## src/bitmap_pkg.sv

```systemverilog
package bitmap_pkg;
  localparam int REG_W = 3;
  localparam int DATA_W = 8;
  localparam int MEM_AW = 13;
  localparam int SCR_AW = 10;
  localparam int COLOR_W = 4;
  localparam logic [2:0] REG_CTRL1 = 3'h0;
  localparam logic [2:0] REG_CTRL2 = 3'h1;
  localparam logic [2:0] REG_BG0 = 3'h2;
  localparam logic [2:0] REG_BORDER = 3'h3;
  localparam logic [2:0] REG_RASTER = 3'h4;
  localparam int CTRL1_BITMAP = 5;
  localparam int CTRL1_ROWS25 = 3;
  localparam int CTRL2_MULTI = 4;
  localparam int CTRL2_COLS40 = 3;
  localparam logic [7:0] CTRL1_RST = 8'h08;
  localparam logic [7:0] CTRL2_RST = 8'h08;
  localparam logic [3:0] BG0_RST = 4'h0;
  localparam logic [3:0] BORDER_RST = 4'h0;
  localparam logic [8:0] H_TOTAL = 9'h190;
  localparam logic [8:0] H_START = 9'h028;
  localparam logic [8:0] DISP_W = 9'h140;
  localparam logic [7:0] V_TOTAL = 8'hf0;
  localparam logic [7:0] V_START = 8'h14;
  localparam logic [7:0] DISP_H = 8'hc8;
  localparam logic [8:0] COL38_LO = 9'h007;
  localparam logic [8:0] COL38_HI = 9'h137;
  localparam logic [7:0] ROW24_LO = 8'h04;
  localparam logic [7:0] ROW24_HI = 8'hc4;
  localparam logic [12:0] ROW_BYTES = 13'h0140;
  localparam logic [12:0] CELL_BYTES = 13'h0008;
  localparam logic [9:0] ROW_CELLS = 10'h028;
  localparam logic [12:0] BITMAP_BYTES = 13'h1f40;
  localparam logic [9:0] SCREEN_CELLS = 10'h3e8;
  localparam logic [1:0] DOT_DIV_M1 = 2'h2;

  function automatic logic [12:0] bitmap_addr(input logic [8:0] x, input logic [7:0] y);
    bitmap_addr = 13'(y[7:3]) * ROW_BYTES + 13'(x[8:3]) * CELL_BYTES + 13'(y[2:0]);
  endfunction : bitmap_addr

  function automatic logic [9:0] screen_addr(input logic [8:0] x, input logic [7:0] y);
    screen_addr = 10'(y[7:3]) * ROW_CELLS + 10'(x[8:3]);
  endfunction : screen_addr
endpackage : bitmap_pkg

```

## src/dot_if.sv

```systemverilog
`timescale 1ns/1ns
interface dot_if;
  logic dot_en;
  logic cap;
  logic [7:0] mem_byte;
  logic [7:0] scr_byte;
  logic [3:0] col_nib;
  logic [2:0] bit_ix;
  logic show;
  logic src_ok;
  logic bitmap;
  logic mc;
  logic [3:0] bg0;
  logic [3:0] border_col;
  logic [3:0] color;
  logic is_border;
  logic valid;
  modport ctl (output dot_en, cap, mem_byte, scr_byte, col_nib, bit_ix, show, src_ok, bitmap,
    mc, bg0, border_col, input color, is_border, valid);
  modport sel (input dot_en, cap, mem_byte, scr_byte, col_nib, bit_ix, show, src_ok, bitmap,
    mc, bg0, border_col, output color, is_border, valid);
endinterface : dot_if

```

## src/bitmap_pixel_fetch_scroll.sv

```systemverilog
`timescale 1ns/1ns
// Contract
// - Bitmap is 25 rows of 40 cells, each cell 8 by 8 dots.
// - Cell rows lie 320 bytes apart, row index is y divided by eight.
// - Cells in a row lie 8 bytes apart, cell index is x divided by eight.
// - Byte within the cell is the low three bits of y.
// - Hi-res dot at cell offset k comes from byte bit 7 minus k.
// - Dot 0,0 is upper-left; x grows right, y grows down.
// - Multicolor halves horizontal resolution to 160 with four colours per cell.
// - Multicolor bitmap only when bitmap bit 5 and multicolor bit 4 both set.
// - Multicolor uses each adjacent bit pair as one double-width dot.
// - Multicolor colour sources: background zero, upper, lower screen nibble, colour nibble.
// - Bitmap data comes from an 8K region matching the screen one to one.
// - Fine scroll places the image at any of 8 x and 8 y offsets.
// - Optional 38-column and 24-row windows leave a covered edge area.
// - Bitmap mode follows bit 5 of the first control register.
// - Hi-res set dots use upper screen nibble, clear dots the lower one.
module bitmap_pixel_fetch_scroll
  import bitmap_pkg::*;
(
  input wire logic i_ref_clk,
  input wire logic i_rst_n,
  input wire logic [bitmap_pkg::REG_W-1:0] i_addr,
  input wire logic [bitmap_pkg::DATA_W-1:0] i_wdata,
  input wire logic i_wr,
  input wire logic i_rd,
  output logic [bitmap_pkg::DATA_W-1:0] o_rdata,
  output logic [bitmap_pkg::MEM_AW-1:0] o_mem_addr,
  output logic o_mem_rd,
  input wire logic [bitmap_pkg::DATA_W-1:0] i_mem_data,
  output logic [bitmap_pkg::SCR_AW-1:0] o_scr_addr,
  input wire logic [bitmap_pkg::DATA_W-1:0] i_scr_data,
  input wire logic [bitmap_pkg::COLOR_W-1:0] i_col_data,
  output logic [bitmap_pkg::COLOR_W-1:0] o_color,
  output logic o_border,
  output logic o_dot_valid
);
  import bitmap_pkg::*;

  typedef struct packed {
    logic [1:0] div;
    logic [8:0] h;
    logic [7:0] v;
    logic [7:0] ctrl1;
    logic [7:0] ctrl2;
    logic [3:0] bg0;
    logic [3:0] border;
    logic [7:0] rdata;
    logic mem_rd;
    logic cap;
    logic [12:0] mem_addr;
    logic [9:0] scr_addr;
    logic [8:0] fx;
    logic [7:0] fy;
    logic show;
    logic src_ok;
    logic bitmap;
    logic mc;
  } top_state_type;

  top_state_type s;
  top_state_type next_s;
  dot_if dif ();

  logic dot_en;
  logic [8:0] dx;
  logic [7:0] dy;
  logic in_x;
  logic in_y;
  logic [2:0] xscroll;
  logic [2:0] yscroll;
  logic [8:0] fx;
  logic [7:0] fy;
  logic win_x;
  logic win_y;

  assign dot_en = (s.div == DOT_DIV_M1);
  // Display coordinates start at zero at the upper-left dot.
  assign dx = s.h - H_START;
  assign dy = s.v - V_START;
  assign in_x = (s.h >= H_START) && (s.h < H_START + DISP_W);
  assign in_y = (s.v >= V_START) && (s.v < V_START + DISP_H);
  assign xscroll = s.ctrl2[2:0];
  assign yscroll = s.ctrl1[2:0];
  // The image moves right and down by the scroll values.
  assign fx = dx - {6'h00, xscroll};
  assign fy = dy - {5'h00, yscroll};
  assign win_x = s.ctrl2[CTRL2_COLS40] || ((dx >= COL38_LO) && (dx < COL38_HI));
  assign win_y = s.ctrl1[CTRL1_ROWS25] || ((dy >= ROW24_LO) && (dy < ROW24_HI));

  always_comb
  begin
    next_s = s;
    next_s.div = dot_en ? 2'h0 : s.div + 2'h1;
    next_s.mem_rd = 1'b0;
    next_s.cap = s.mem_rd;
    next_s.rdata = 8'h00;
    if (i_wr)
    begin
      unique case (i_addr)
        REG_CTRL1: next_s.ctrl1 = i_wdata;
        REG_CTRL2: next_s.ctrl2 = i_wdata;
        REG_BG0: next_s.bg0 = i_wdata[3:0];
        REG_BORDER: next_s.border = i_wdata[3:0];
        default: ;
      endcase
    end
    if (i_rd)
    begin
      unique case (i_addr)
        REG_CTRL1: next_s.rdata = s.ctrl1;
        REG_CTRL2: next_s.rdata = s.ctrl2;
        REG_BG0: next_s.rdata = {4'h0, s.bg0};
        REG_BORDER: next_s.rdata = {4'h0, s.border};
        REG_RASTER: next_s.rdata = s.v;
        default: next_s.rdata = 8'h00;
      endcase
    end
    if (dot_en)
    begin
      next_s.h = (s.h == H_TOTAL - 9'h001) ? 9'h000 : s.h + 9'h001;
      if (s.h == H_TOTAL - 9'h001)
        next_s.v = (s.v == V_TOTAL - 8'h01) ? 8'h00 : s.v + 8'h01;
      next_s.show = in_x && in_y && win_x && win_y;
      next_s.src_ok = (dx >= {6'h00, xscroll}) && (dy >= {5'h00, yscroll});
      next_s.fx = fx;
      next_s.fy = fy;
      // One byte per 8 dots of a cell line, 320 bytes per cell row.
      next_s.mem_addr = bitmap_addr(fx, fy);
      next_s.scr_addr = screen_addr(fx, fy);
      next_s.mem_rd = in_x && in_y;
      next_s.bitmap = s.ctrl1[CTRL1_BITMAP];
      next_s.mc = s.ctrl1[CTRL1_BITMAP] && s.ctrl2[CTRL2_MULTI];
    end
  end

  always_ff @(posedge i_ref_clk)
  begin
    if (!i_rst_n)
    begin
      s <= '0;
      s.ctrl1 <= CTRL1_RST;
      s.ctrl2 <= CTRL2_RST;
      s.bg0 <= BG0_RST;
      s.border <= BORDER_RST;
    end
    else
      s <= next_s;
  end

  // Fetched bytes arrive the cycle after the read; the selector latches them then.
  assign dif.dot_en = dot_en;
  assign dif.cap = s.cap;
  assign dif.mem_byte = i_mem_data;
  assign dif.scr_byte = i_scr_data;
  assign dif.col_nib = i_col_data;
  assign dif.bit_ix = s.fx[2:0];
  assign dif.show = s.show;
  assign dif.src_ok = s.src_ok;
  assign dif.bitmap = s.bitmap;
  assign dif.mc = s.mc;
  assign dif.bg0 = s.bg0;
  assign dif.border_col = s.border;

  dot_color_select dot_color_select_i (
    .i_ref_clk(i_ref_clk),
    .i_rst_n(i_rst_n),
    .dif(dif)
  );

  assign o_rdata = s.rdata;
  assign o_mem_addr = s.mem_addr;
  assign o_mem_rd = s.mem_rd;
  assign o_scr_addr = s.scr_addr;
  assign o_color = dif.color;
  assign o_border = dif.is_border;
  assign o_dot_valid = dif.valid;

  a_fetch_addr: assert property (@(posedge i_ref_clk) disable iff (!i_rst_n)
    s.mem_rd |-> s.mem_addr == 13'(s.fy[7:3]) * 13'h0140 + {1'b0, s.fx[8:3], 3'h0}
    + 13'(s.fy[2:0]))
    else $error("bitmap byte address wrong");
  a_screen_addr: assert property (@(posedge i_ref_clk) disable iff (!i_rst_n)
    s.mem_rd && s.src_ok |-> s.scr_addr < SCREEN_CELLS && s.fx[8:3] < 6'h28 && s.fy[7:3] < 5'h19)
    else $error("cell outside 40 by 25 grid");
  a_addr_range: assert property (@(posedge i_ref_clk) disable iff (!i_rst_n)
    s.mem_rd && s.src_ok |-> s.mem_addr < BITMAP_BYTES)
    else $error("bitmap fetch outside 8K area");
  a_origin_dot: assert property (@(posedge i_ref_clk) disable iff (!i_rst_n)
    dot_en && s.h == H_START && s.v == V_START && yscroll == 3'h0 && xscroll == 3'h0
    |=> s.mem_rd && s.mem_addr == 13'h0000 && s.scr_addr == 10'h000)
    else $error("upper-left dot not at byte zero");
  a_scroll_shift: assert property (@(posedge i_ref_clk) disable iff (!i_rst_n)
    dot_en && in_x && in_y |=> s.fx == $past(dx) - 9'($past(xscroll))
    && s.fy == $past(dy) - 8'($past(yscroll)))
    else $error("fine scroll offset not applied");
  a_mode_enter: assert property (@(posedge i_ref_clk) disable iff (!i_rst_n)
    dot_en |=> s.mc == ($past(s.ctrl1[CTRL1_BITMAP]) && $past(s.ctrl2[CTRL2_MULTI]))
    && s.bitmap == $past(s.ctrl1[CTRL1_BITMAP]))
    else $error("mode bits not followed");
  a_narrow_cols: assert property (@(posedge i_ref_clk) disable iff (!i_rst_n)
    dot_en && in_y && in_x && !s.ctrl2[CTRL2_COLS40] && dx < COL38_LO
    |-> ##4 (o_border && o_dot_valid))
    else $error("38-column edge not covered");
  a_pair_width: assert property (@(posedge i_ref_clk) disable iff (!i_rst_n)
    s.mem_rd && s.mc && s.fx[0] |-> s.mem_addr == $past(s.mem_addr, 3))
    else $error("multicolor dot halves fetched apart");

  c_hires_dot: cover property (@(posedge i_ref_clk) disable iff (!i_rst_n)
    dot_en && s.show && s.bitmap && !s.mc);
  c_scrolled: cover property (@(posedge i_ref_clk) disable iff (!i_rst_n)
    s.mem_rd && xscroll == 3'h7 && yscroll == 3'h7);
  c_narrow: cover property (@(posedge i_ref_clk) disable iff (!i_rst_n)
    o_dot_valid && o_border && !s.ctrl1[CTRL1_ROWS25]);
endmodule : bitmap_pixel_fetch_scroll

```

## src/dot_color_select.sv

```systemverilog
`timescale 1ns/1ns
module dot_color_select
  import bitmap_pkg::*;
(
  input wire logic i_ref_clk,
  input wire logic i_rst_n,
  dot_if.sel dif
);
  typedef struct packed {
    logic [7:0] pix;
    logic [7:0] scr;
    logic [3:0] col;
    logic [3:0] color;
    logic is_border;
    logic valid;
  } sel_state_type;

  sel_state_type s;
  sel_state_type next_s;
  logic [2:0] pair_shift;
  logic [1:0] pair;

  assign pair_shift = {~dif.bit_ix[2:1], 1'b0};
  assign pair = 2'(s.pix >> pair_shift);

  always_comb
  begin
    next_s = s;
    next_s.valid = dif.dot_en;
    if (dif.cap)
    begin
      next_s.pix = dif.mem_byte;
      next_s.scr = dif.scr_byte;
      next_s.col = dif.col_nib;
    end
    if (dif.dot_en)
    begin
      next_s.is_border = ~dif.show;
      if (!dif.show)
        next_s.color = dif.border_col;
      else if (!dif.bitmap || !dif.src_ok)
        next_s.color = dif.bg0;
      else if (dif.mc)
      begin
        // Both hi-res positions of a pair read the same two bits.
        unique case (pair)
          2'b00: next_s.color = dif.bg0;
          2'b01: next_s.color = s.scr[7:4];
          2'b10: next_s.color = s.scr[3:0];
          2'b11: next_s.color = s.col;
        endcase
      end
      else
        next_s.color = s.pix[3'd7 - dif.bit_ix] ? s.scr[7:4] : s.scr[3:0];
    end
  end

  always_ff @(posedge i_ref_clk)
  begin
    if (!i_rst_n)
      s <= '0;
    else
      s <= next_s;
  end

  assign dif.color = s.color;
  assign dif.is_border = s.is_border;
  assign dif.valid = s.valid;

  a_hires_color: assert property (@(posedge i_ref_clk) disable iff (!i_rst_n)
    dif.dot_en && dif.show && dif.src_ok && dif.bitmap && !dif.mc |=>
    s.color == (((($past(s.pix) >> (3'd7 - $past(dif.bit_ix))) & 8'h01) != 8'h00) ?
    $past(s.scr[7:4]) : $past(s.scr[3:0])))
    else $error("hi-res dot colour wrong");
  a_multi_color: assert property (@(posedge i_ref_clk) disable iff (!i_rst_n)
    dif.dot_en && dif.show && dif.src_ok && dif.mc && pair == 2'b11 |=> s.color == $past(s.col))
    else $error("multicolor pair 11 not from colour memory");
  a_multi_bg: assert property (@(posedge i_ref_clk) disable iff (!i_rst_n)
    dif.dot_en && dif.show && dif.src_ok && dif.mc && pair == 2'b00 |=> s.color == $past(dif.bg0))
    else $error("multicolor pair 00 not background");
  c_multi_dot: cover property (@(posedge i_ref_clk) disable iff (!i_rst_n)
    dif.dot_en && dif.show && dif.mc && pair == 2'b01);
endmodule : dot_color_select

```

## config.mk

```make
export PLATFORM = sky130hd
export DESIGN_NAME = bitmap_pixel_fetch_scroll
export DESIGN_NICKNAME = d
export VERILOG_FILES = /design/src/bitmap_pkg.sv /design/src/dot_if.sv /design/src/bitmap_pixel_fetch_scroll.sv /design/src/dot_color_select.sv
export SDC_FILE = /design/constraint.sdc
export NUM_CORES = 1
export LEC_CHECK = 0
export ABC_AREA = 1
export BUFFER_PORTS_ARGS = -buffer_cell sky130_fd_sc_hd__buf_2
export CAP_MARGIN = 20
export CORE_MARGIN = 10
export CORE_UTILIZATION = 63
export CTS_CLUSTER_DIAMETER = 40
export DETAILED_ROUTE_END_ITERATION = 6
export PLACE_DENSITY = 0.85
export SYNTH_ARGS = -nofsm -noshare
export SYNTH_HDL_FRONTEND = slang
export SYNTH_SLANG_ARGS = --single-unit
```

## constraint.sdc

```tcl
create_clock -name i_ref_clk -period 8.5 [get_ports i_ref_clk]
set_clock_uncertainty 0.15 [all_clocks]
set_input_delay 1.275 -clock i_ref_clk [delete_from_list [all_inputs] [get_ports i_ref_clk]]
set_output_delay 1.275 -clock i_ref_clk [all_outputs]
set_load 0.1 [all_outputs]
```

==> flow_metrics.py, run 1 <==
metrics = {
    "logic_synthesis": {
        "ys_seq_elements": 99,
        "yosysMostFrequentCell": "nand2_1",
        "synthMuxAreaShare": 0,
        "synth.yosys.seq_area_share": 0.356,
        "synth_edf_count": 0,
        "synth_flop_cell": "dfxtp_1",
        "synthXorXnorAreaFrac": 0.0267,
        "synth_fa_ha_area_frac": 0.0795,
        "yosys.area.top_type": "dfxtp_1",
        "yosysUniqueCellTypes": 46,
        "synthTopCellsByArea": "dfxtp_1 36%, nand2_1 9.8%, inv_1 6.7%",
        "syn_area_um2": 5570,
        "async_flop_share": 0,
        "synth_compound_area_frac": 0.152,
        "yosys-top-cells-count": "145 x nand2_1, 100 x inv_1, 99 x dfxtp_1",
        "avgSynthCellArea_um2": 7.23,
        "yosys_warnings": 0,
        "synth_top_area_share": 0.356,
        "yosys.area_share.simple": 0.255,
        "netlist_instances": 771,
        "synth.net_count": 839,
        "synth_top_family_by_area": "simple AND/OR/NAND/NOR gates",
    },
    "final_layout": {
        "syn_to_final_growth_pct": 6.80,
        "stdcell_count": 918,
        "n_antenna_cell": 0,
        "drive_gt1_frac": 0.147,
        "final_net_count": 873,
    },
    "global_routing": {
        "grt_max_degree": 53,
        "antenna_found_initial": 0,
        "grt_pass1_vias": 4906,
        "overflow": 0,
        "grt_usage": 0.200,
        "grt_pass1_wl_um": 22000,
    },
    "clock_tree": {
        "cts_root_buf": "clkbuf_8",
        "clk_path_buf_depth": 2,
        "clock-sinks": 99,
        "cts_tree": "built",
        "worstSkewPairLatency_ns": 0.37,
        "postCtsSetupBuffers": 0,
        "postCtsHoldBufs": 0,
        "cts.clk_slew.worst_paths_ns": 0.10,
        "post_cts_resized": 0,
        "numCtsBuffers": 9,
        "htreeDepth": 3,
    },
    "timing": {
        "min_period_ns": 3.58,
        "rsz0062_at_grt": "false",
        "setup_violations": 0,
        "maxSlewViolCount": 0,
        "hold_viol_final": 0,
        "setup_tns_ns": 0,
        "relSlewSlack": 0.463,
        "fmax_ghz": 0.279,
        "period_share": 0.421,
        "worst_pin_slew_ns": 0.805,
    },
    "setup_path": {
        "path_cells": "inv_1 -> ha_1 -> inv_1 -> fa_1 -> nand2_1 -> nand3_1 -> xnor2_1 -> inv_1 -> ha_1 -> ha_1 -> fa_1 -> inv_1 -> nor2_1 -> inv_1 -> nor2_1 -> nand3_1 -> nand3_1 -> nand2_1",
        "r2r_start": "s[78]$_SDFFE_PN0P_",
        "reg2reg_depth": 18,
        "crit_required_ns": 8.62,
        "cp-start-kind": "register",
        "r2r_slack_ns": 4.92,
        "critPathSlowestCell": "fa_1",
        "critPathLaunch": "s[78]$_SDFFE_PN0P_",
        "endpoint_kind": "register",
        "reg2reg_to": "o_mem_addr[12]$_SDFFE_PN0P_",
        "crit_top_cell": "inv_1",
        "critPathMaxFanout": 5,
        "critical_path_arrival_ns": 3.71,
        "crit_type": "register to register",
        "slowest_delay_ns": 0.48,
        "crit_end": "o_mem_addr[12]$_SDFFE_PN0P_",
    },
    "drt": {
        "viasPerCell": 5.54,
        "drc": 0,
        "first_iter_violations": 343,
        "wl_um": 13100,
        "drt_pass1_iterations": 5,
        "dr_total_vias": 5090,
        "wl_per_cell_um": 14.2,
        "route.antenna.remaining_nets": 0,
    },
    "placed_design": {
        "place.gp.congestion": 0.870,
        "portBuffers": 72,
        "dp.cells": 902,
        "dp.final_hpwl_um": 10200,
    },
    "status": {
        "status": "complete, no violations",
    },
    "min_path": {
        "hp-class": "register to register",
    },
    "power": {
        "p_per_area_nw_per_um2": 160,
        "power.leakage_nw": 2.78,
        "ir_drop_mv": 0.0940,
    },
    "floorplan": {
        "dieWidth_um": 114,
        "start_util": 0.642,
        "coreArea_um2": 8680,
        "die_area_um2": 13000,
        "core.rowCount": 34,
        "io_pins": 73,
        "die_h_um": 114,
    },
    "job": {
        "drv_cap": 0,
    },
}
-- layer usage --
metal,track usage,share of wire,vias to the layer above,wire length [um]
li1,-,-,2534,-
met1,0.247,0.43,2360,5650
met2,0.333,0.47,170,6160
met3,0.0435,0.074,26,972
met4,0.0710,0.022,0,294
met5,0,0,-,0
-- registers in the layout, summed over array words and instances (netlist names) --
signal and count:
dif.bg0 4, dif.bit_ix 3, dif.bitmap 1, dif.border_col 4, dif.cap 1, dif.mc 1
dif.show 1, dif.src_ok 1, dot_color_select_i.dif.color 4, dot_color_select_i.dif.is_border 1, dot_color_select_i.dif.valid 1, dot_color_select_i.s 20
o_mem_addr 13, o_mem_rd 1, o_rdata 8, s 35
-- cell type report --
| type | count | area (um2) |
|---|---|---|
| timing repair buffer | 73 | 368 |
| clock buffer | 9 | 124 |
| clock inverter | 7 | 76.3 |
| tap | 108 | 135 |
| multi-input combinational | 514 | 2860 |
| fill | 749 | 2730 |
| inverter | 108 | 405 |
| sequential | 99 | 1980 |
-- layout by cell type, fill, tap and decap left out, drive strengths merged --
master   Yosys  routed
inv        107     112
o21a         1       1
a221oi       4       4
dfxtp       99      99
nand3       49      49
a22oi        1       1
nand4        7       7
nand3b       4       4
xor2        11      11
a31oi        1       1
o22ai        7       7
nor3b        3       3
fa           4       4
a22o         6       6
o2111ai      2       2
buf         40      73
ha          29      29
clkinv       1       3
nor3         6       6
nor4         1       1
a21boi       1       1
and2         2       2
xnor2        6       6
o21ai       75      75
a32o         1       1
o221ai       3       3
clkbuf      10       9
or2          2       2
nor2        92      92
nand2      151     151
o211ai       5       5
a21oi       40      40
-- critical path: cells and delay by family (launching register included) --
family	cells	cell delay, ns
XOR/XNOR	1	0.27
adder cells (fa/ha/maj)	5	1.60
buffers and inverters	5	0.44
flip-flops	1	0.34
AND/OR/NAND/NOR	7	0.66
-- report_power, final --
group          leakage (nW)  internal, W  total [W]  switching, W
sequential            0.801     0.000479   0.000488    0.00000924
combinational          1.88    0.0000322   0.000157      0.000125
clock                 0.103     0.000118   0.000307      0.000189
-- how the worst min path moves through the flow --
stage          depth (start not counted)               end             start  slack (ns)
6_report                               1  s[95]$_SDFF_PP0_  s[95]$_SDFF_PP0_        0.28
5_1_grt                                1  s[95]$_SDFF_PP0_  s[95]$_SDFF_PP0_        0.31
4_1_cts                                1  s[95]$_SDFF_PP0_  s[95]$_SDFF_PP0_        0.28
3_5_place_dp                           1  s[95]$_SDFF_PP0_  s[95]$_SDFF_PP0_        0.26
3_3_place_gp                           1  s[95]$_SDFF_PP0_  s[95]$_SDFF_PP0_        0.25
2_1_floorplan                          1  s[95]$_SDFF_PP0_  s[95]$_SDFF_PP0_        0.24
-- stage by stage --
stage / util / hold slack, ns / power, W / worst slack (ns) / instance area (um2)
4_1_cts: 0.686 / 0.279 / 0.000955 / 4.93 / 5950
3_3_place_gp: 0.663 / 0.252 / 0.000651 / 5.14 / 5750
6_report: 0.686 / 0.281 / 0.000952 / 4.92 / 5950
2_1_floorplan: - / 0.243 / 0.000630 / 5.27 / 5570
3_5_place_dp: 0.663 / 0.258 / 0.000655 / 4.96 / 5750
5_1_grt: 0.686 / 0.308 / 0.000991 / 4.61 / 5950
-- kinds of logic after synthesis --
family,Yosys count
flops,99
xor+xnor,17
simple gates,317
fa+ha+maj,33
buf+inv,158
compound gates,147
Power figures use the tool's default switching activity.
==> run 2, diff against run 1 <==
- CORE_UTILIZATION: 63 -> 58
- PLACE_DENSITY: 0.85 -> 0.79
- clock period: 8.5 -> 3.8 ns (I/O delays scaled with it)
==> run 2 against run 1 <==
Clock power up 140%. Wire length down 1.5%. Via count down 1.3%. Core utilization down 3.7 points. Critical path depth unchanged. Register-to-register slack worse by 4.6 ns. Power up 130%. Clock-buffer cell count up 1. Worst hold slack worse by 0.017 ns. Largest power group unchanged.
==> flow_metrics.py, run 2 (synthesis gave the netlist of run 1 again) <==
metrics = {
    "status": {
        "status": "complete, no violations",
    },
    "placed_design": {
        "dp_slack_ns": 0.239,
        "portBuffers": 72,
        "place.gp.congestion": 0.895,
        "dp.final_hpwl_um": 10000,
    },
    "timing": {
        "hold_slack_ns": 0.264,
        "period_share": 0.917,
        "relSlewSlack": 0.570,
        "fmax_ghz": 0.287,
        "min_period_ns": 3.48,
        "hold_viol_final": 0,
        "setup_slack_ns": 0.316,
        "worst_pin_slew_ns": 0.644,
        "setup_violations": 0,
        "maxSlewViolCount": 0,
    },
    "clock_tree": {
        "htreeDepth": 3,
        "numCtsBuffers": 9,
        "cts_root_buf": "clkbuf_8",
        "clock-sinks": 99,
        "clk_path_buf_depth": 2,
        "worstSkewPairLatency_ns": 0.37,
        "cts.clk_slew.worst_paths_ns": 0.11,
        "postCtsHoldBufs": 0,
        "postCtsSetupBuffers": 0,
        "cts_tree": "built",
    },
    "global_routing": {
        "busiest_layer": "met2",
        "gr-usage-met1": 0.216,
        "overflow": 0,
        "antenna_found_initial": 0,
        "grt_pass1_vias": 4971,
        "grt_max_degree": 52,
        "grt_pass1_wl_um": 22100,
        "use_met3": 0.0528,
        "grt_usage": 0.183,
        "grt_use_met2": 0.313,
    },
    "setup_path": {
        "critPathSlowestCell": "fa_1",
        "critPathMaxFanout": 5,
        "crit_type": "register to register",
        "crit_required_ns": 3.92,
        "critical_path_arrival_ns": 3.60,
        "cp-start-kind": "register",
        "slowest_delay_ns": 0.50,
        "path_cells": "inv_2 -> ha_1 -> inv_1 -> fa_1 -> nand2_1 -> nand3_2 -> nor2_2 -> xnor2_1 -> ha_1 -> ha_1 -> fa_1 -> inv_1 -> nor2_1 -> inv_1 -> nor2_1 -> nand3_1 -> nand3_1 -> nand2_1",
        "endpoint_kind": "register",
    },
    "floorplan": {
        "die_area_um2": 13900,
        "coreArea_um2": 9280,
        "io_pins": 73,
        "core.rowCount": 35,
        "start_util": 0.600,
        "dieWidth_um": 118,
        "die_h_um": 118,
    },
    "final_layout": {
        "final_common_cell": "nand2_1",
        "nFillCells": 849,
        "final_net_count": 875,
        "syn_to_final_growth_pct": 8.06,
        "largest_reg_flops": 35,
        "n_antenna_cell": 0,
        "regMostFlops": "s",
        "drive_gt1_frac": 0.154,
        "fin_util": 0.649,
        "final_cell_mix": "145 x nand2_1, 99 x inv_1, 99 x dfxtp_1",
    },
    "power": {
        "clkPwrFrac": 0.337,
        "intPower_w": 0.00148,
        "pwr-share-comb": 0.161,
        "power_frac_seq": 0.501,
        "switching_power_w": 0.000697,
        "p_per_area_nw_per_um2": 361,
        "power.leakage_nw": 2.80,
        "ir_drop_mv": 0.211,
        "p_sw_frac": 0.320,
    },
    "drt": {
        "route.antenna.remaining_nets": 0,
        "drt_pass1_iterations": 7,
        "dr_total_vias": 5022,
        "first_iter_violations": 289,
        "viasPerCell": 5.34,
        "wl_um": 12900,
        "wl_per_cell_um": 13.7,
        "drc": 0,
    },
    "job": {
        "drv_cap": 0,
    },
    "min_path": {
        "hp-class": "input pin to register",
    },
}
==> run 2: cell count changes in the layout (fill, tap and decap cells not counted), sizes merged <==
cell / delta
bufinv: +1
inv: -1
buf: +2
clkbuf: +1
clkinv: -1
==> run 2: cell type report <==
class	instances	area, um2	share of cell area
clock inverter	6	76.3	0.0127
timing repair buffer	75	383	0.0636
sequential	99	1980	0.329
clock buffer	10	138	0.0229
tap	129	161	0.0268
multi-input combinational	514	2880	0.478
inverter	108	405	0.0673
==> run 2: critical path, delay by kind of cell (launching register included) <==
family / cells / cell delay, ns
fa+ha+maj: 5 / 1.57
simple gates: 8 / 0.87
flops: 1 / 0.35
buf+inv: 4 / 0.29
xor+xnor: 1 / 0.18
==> run 2: what timing repair did <==
item / CTS / global route
endpoints found under the hold margin: 0 / 0
gates resized for setup: 0 / 4
endpoints found under the setup margin: 0 / 2
==> run 2: stage by stage <==
stage | power [W] | cell area [um2] | std cells | setup TNS [ns]
final | 0.00218 | 6020 | 941 | 0
after CTS | 0.00218 | 6010 | 941 | 0
after global placement | 0.00146 | 5790 | 925 | 0
after detailed placement | 0.00146 | 5790 | 925 | 0
after floorplan | 0.00141 | 5570 | 771 | 0
after global routing | 0.00226 | 6020 | 941 | -0.0113
==> run 2: routing by layer <==
metal | vias to the layer above | share of wire | wire (um)
met2 | 149 | 0.46 | 5990
met5 | - | 0 | 0
met4 | 0 | 0.021 | 274
li1 | 2548 | - | -
met1 | 2304 | 0.44 | 5700
met3 | 21 | 0.071 | 919
==> run 2: worst paths after layout <==
check                     start                               endpoint  slack [ns]  cells after the start
max          s[78]$_SDFFE_PN0P_            o_mem_addr[12]$_SDFFE_PN0P_        0.32                     18
min               i_scr_data[3]  dot_color_select_i.s[13]$_SDFFE_PN0P_        0.26                      3
max reg2reg  s[78]$_SDFFE_PN0P_            o_mem_addr[12]$_SDFFE_PN0P_        0.32                     18
min reg2reg    s[95]$_SDFF_PP0_                       s[95]$_SDFF_PP0_        0.28                      1
==> run 2: power groups by stage <==
stage                     sequential, W  combinational [W]  clock (W)
after floorplan                 0.00113           0.000279          0
after global placement          0.00111           0.000345          0
after detailed placement        0.00111           0.000350          0
after CTS                       0.00109           0.000351   0.000742
after global routing            0.00110           0.000377   0.000786
final                           0.00109           0.000350   0.000734
==> run 3, diff against run 2 <==
- REMOVE_ABC_BUFFERS: not set -> 1
==> run 3 against run 2 <==
First-iteration DRC count is 53% higher. Flip-flop and latch count stayed put. Fmax is 1.3% lower. Core utilization is 0.20 points lower. Register-to-register slack worse by 0.04 ns. Non-clock buffer count stayed put. Sequential share of layout area is 0.10 points higher. Final area is 0.31% lower. Critical path type unchanged. Die area stayed put. Global-route usage is 0.45 points higher. Wire length is 2.6% higher.
==> flow_metrics.py, run 3 (synthesis gave the netlist of run 1 again) <==
metrics = {
    "placed_design": {
        "place.gp.congestion": 0.911,
        "dp.final_hpwl_um": 10200,
        "dp_slack_ns": 0.248,
        "dp.cells": 925,
        "placed_area_um2": 5790,
        "portBuffers": 72,
    },
    "final_layout": {
        "multiInputGateArea_um2": 2870,
        "final_common_cell": "nand2_1",
        "n_antenna_cell": 0,
        "syn_to_final_growth_pct": 7.72,
        "final_area_um2": 6000,
        "stdcell_count": 941,
        "drive_gt1_frac": 0.153,
        "regMostFlops": "s",
        "final_net_count": 875,
        "regArea_um2": 1980,
        "largest_reg_flops": 35,
        "final_cell_mix": "145 x nand2_1, 99 x inv_1, 99 x dfxtp_1",
        "nFillCells": 827,
    },
    "power": {
        "ir_drop_mv": 0.229,
        "intPower_w": 0.00141,
        "p_per_area_nw_per_um2": 355,
        "power_frac_seq": 0.512,
        "p_sw_frac": 0.340,
        "clkPwrFrac": 0.321,
        "pwr-share-comb": 0.167,
        "switching_power_w": 0.000726,
        "finalPower_w": 0.00213,
        "power.leakage_nw": 2.79,
    },
    "clock_tree": {
        "postCtsHoldBufs": 0,
        "post_cts_resized": 0,
        "cts_root_buf": "clkbuf_8",
        "cts_tree": "built",
        "worstSkewPairLatency_ns": 0.37,
        "postCtsSetupBuffers": 0,
        "htreeDepth": 3,
        "numCtsBuffers": 9,
        "cts.clk_slew.worst_paths_ns": 0.11,
        "clk_path_buf_depth": 2,
        "clock-sinks": 99,
    },
    "floorplan": {
        "io_pins": 73,
        "start_util": 0.600,
        "core.rowCount": 35,
        "coreArea_um2": 9280,
        "die_area_um2": 13900,
        "dieWidth_um": 118,
        "die_h_um": 118,
    },
    "setup_path": {
        "cp-start-kind": "register",
        "endpoint_kind": "register",
        "crit_type": "register to register",
        "critical_path_arrival_ns": 3.66,
        "crit_required_ns": 3.93,
        "critPathMaxFanout": 5,
        "reg2reg_depth": 18,
    },
    "timing": {
        "setup_slack_ns": 0.271,
        "setup_tns_ns": 0,
        "min_period_ns": 3.53,
        "hold_viol_final": 0,
        "period_share": 0.929,
        "maxSlewViolCount": 0,
        "worst_pin_slew_ns": 1.04,
        "setup_violations": 0,
        "rsz0062_at_grt": "false",
        "fmax_ghz": 0.283,
        "relSlewSlack": 0.306,
    },
    "drt": {
        "dr_total_vias": 4976,
        "route.antenna.remaining_nets": 0,
        "drc": 0,
        "viasPerCell": 5.29,
        "drt_pass1_iterations": 7,
        "wl_per_cell_um": 14.0,
        "first_iter_violations": 442,
        "wl_um": 13200,
    },
    "global_routing": {
        "grt_usage": 0.187,
        "overflow": 0,
        "antenna_found_initial": 0,
        "grt_max_degree": 39,
        "grt_pass1_wl_um": 22300,
        "grt_pass1_vias": 4838,
    },
    "min_path": {
        "hp-class": "input pin to register",
        "min_path_cells": 3,
    },
    "job": {
        "drv_cap": 0,
    },
    "status": {
        "status": "complete, no violations",
    },
}
[run 3: cell type report]
type / instances / area share
clock buffers: 9 / 0.0206
clock inverters: 7 / 0.0127
inverters: 108 / 0.0675
multi-input cells: 514 / 0.478
flip-flops and latches: 99 / 0.330
well taps: 129 / 0.0269
repair buffers: 75 / 0.0638
[run 3: path summary, 6_finish.rpt]
path | startpoint | slack [ns] | to
max | s[78]$_SDFFE_PN0P_ | 0.27 | o_mem_addr[12]$_SDFFE_PN0P_
min | i_mem_data[3] | 0.26 | dot_color_select_i.s[21]$_SDFFE_PN0P_
max reg2reg | s[78]$_SDFFE_PN0P_ | 0.27 | o_mem_addr[12]$_SDFFE_PN0P_
min reg2reg | s[95]$_SDFF_PP0_ | 0.28 | s[95]$_SDFF_PP0_
[run 3: worst max-delay path: stages, from the launching register on]
cell and delay [ns]:
dfxtp_1 0.36, inv_2 0.11, ha_1 0.19, inv_1 0.07, fa_1 0.40, nand2_1 0.10, nand3_1 0.15, nor2_2 0.17
xnor2_1 0.17, ha_1 0.28, ha_1 0.23, fa_1 0.49, inv_1 0.06, nor2_1 0.10, inv_1 0.06, nor2_1 0.12
nand3_1 0.10, nand3_1 0.08, nand2_1 0.05
[run 3: stage by stage]
| stage | hold WS (ns) | utilization |
|---|---|---|
| after global placement | 0.249 | 0.624 |
| after CTS | 0.257 | 0.646 |
| final | 0.260 | 0.647 |
| after detailed placement | 0.262 | 0.624 |
| after floorplan | 0.243 | - |
| after global routing | 0.252 | 0.647 |
[run 3: routing by layer]
metal,GRT usage,part of all wire,wire [um],vias to the layer above
li1,-,-,-,2534
met1,0.237,0.46,6040,2260
met2,0.312,0.46,6140,162
met3,0.0436,0.065,860,20
met4,0.0448,0.014,180,0
met5,0,0,0,-
[run 3: power by group through the flow]
stage / sequential, W / clock (W) / combinational, W
2_1_floorplan: 0.00127 / 0 / 0.000102
4_1_cts: 0.00109 / 0.000692 / 0.000356
3_5_place_dp: 0.00111 / 0 / 0.000354
3_3_place_gp: 0.00111 / 0 / 0.000350
6_report: 0.00109 / 0.000684 / 0.000356
5_1_grt: 0.00110 / 0.000744 / 0.000377
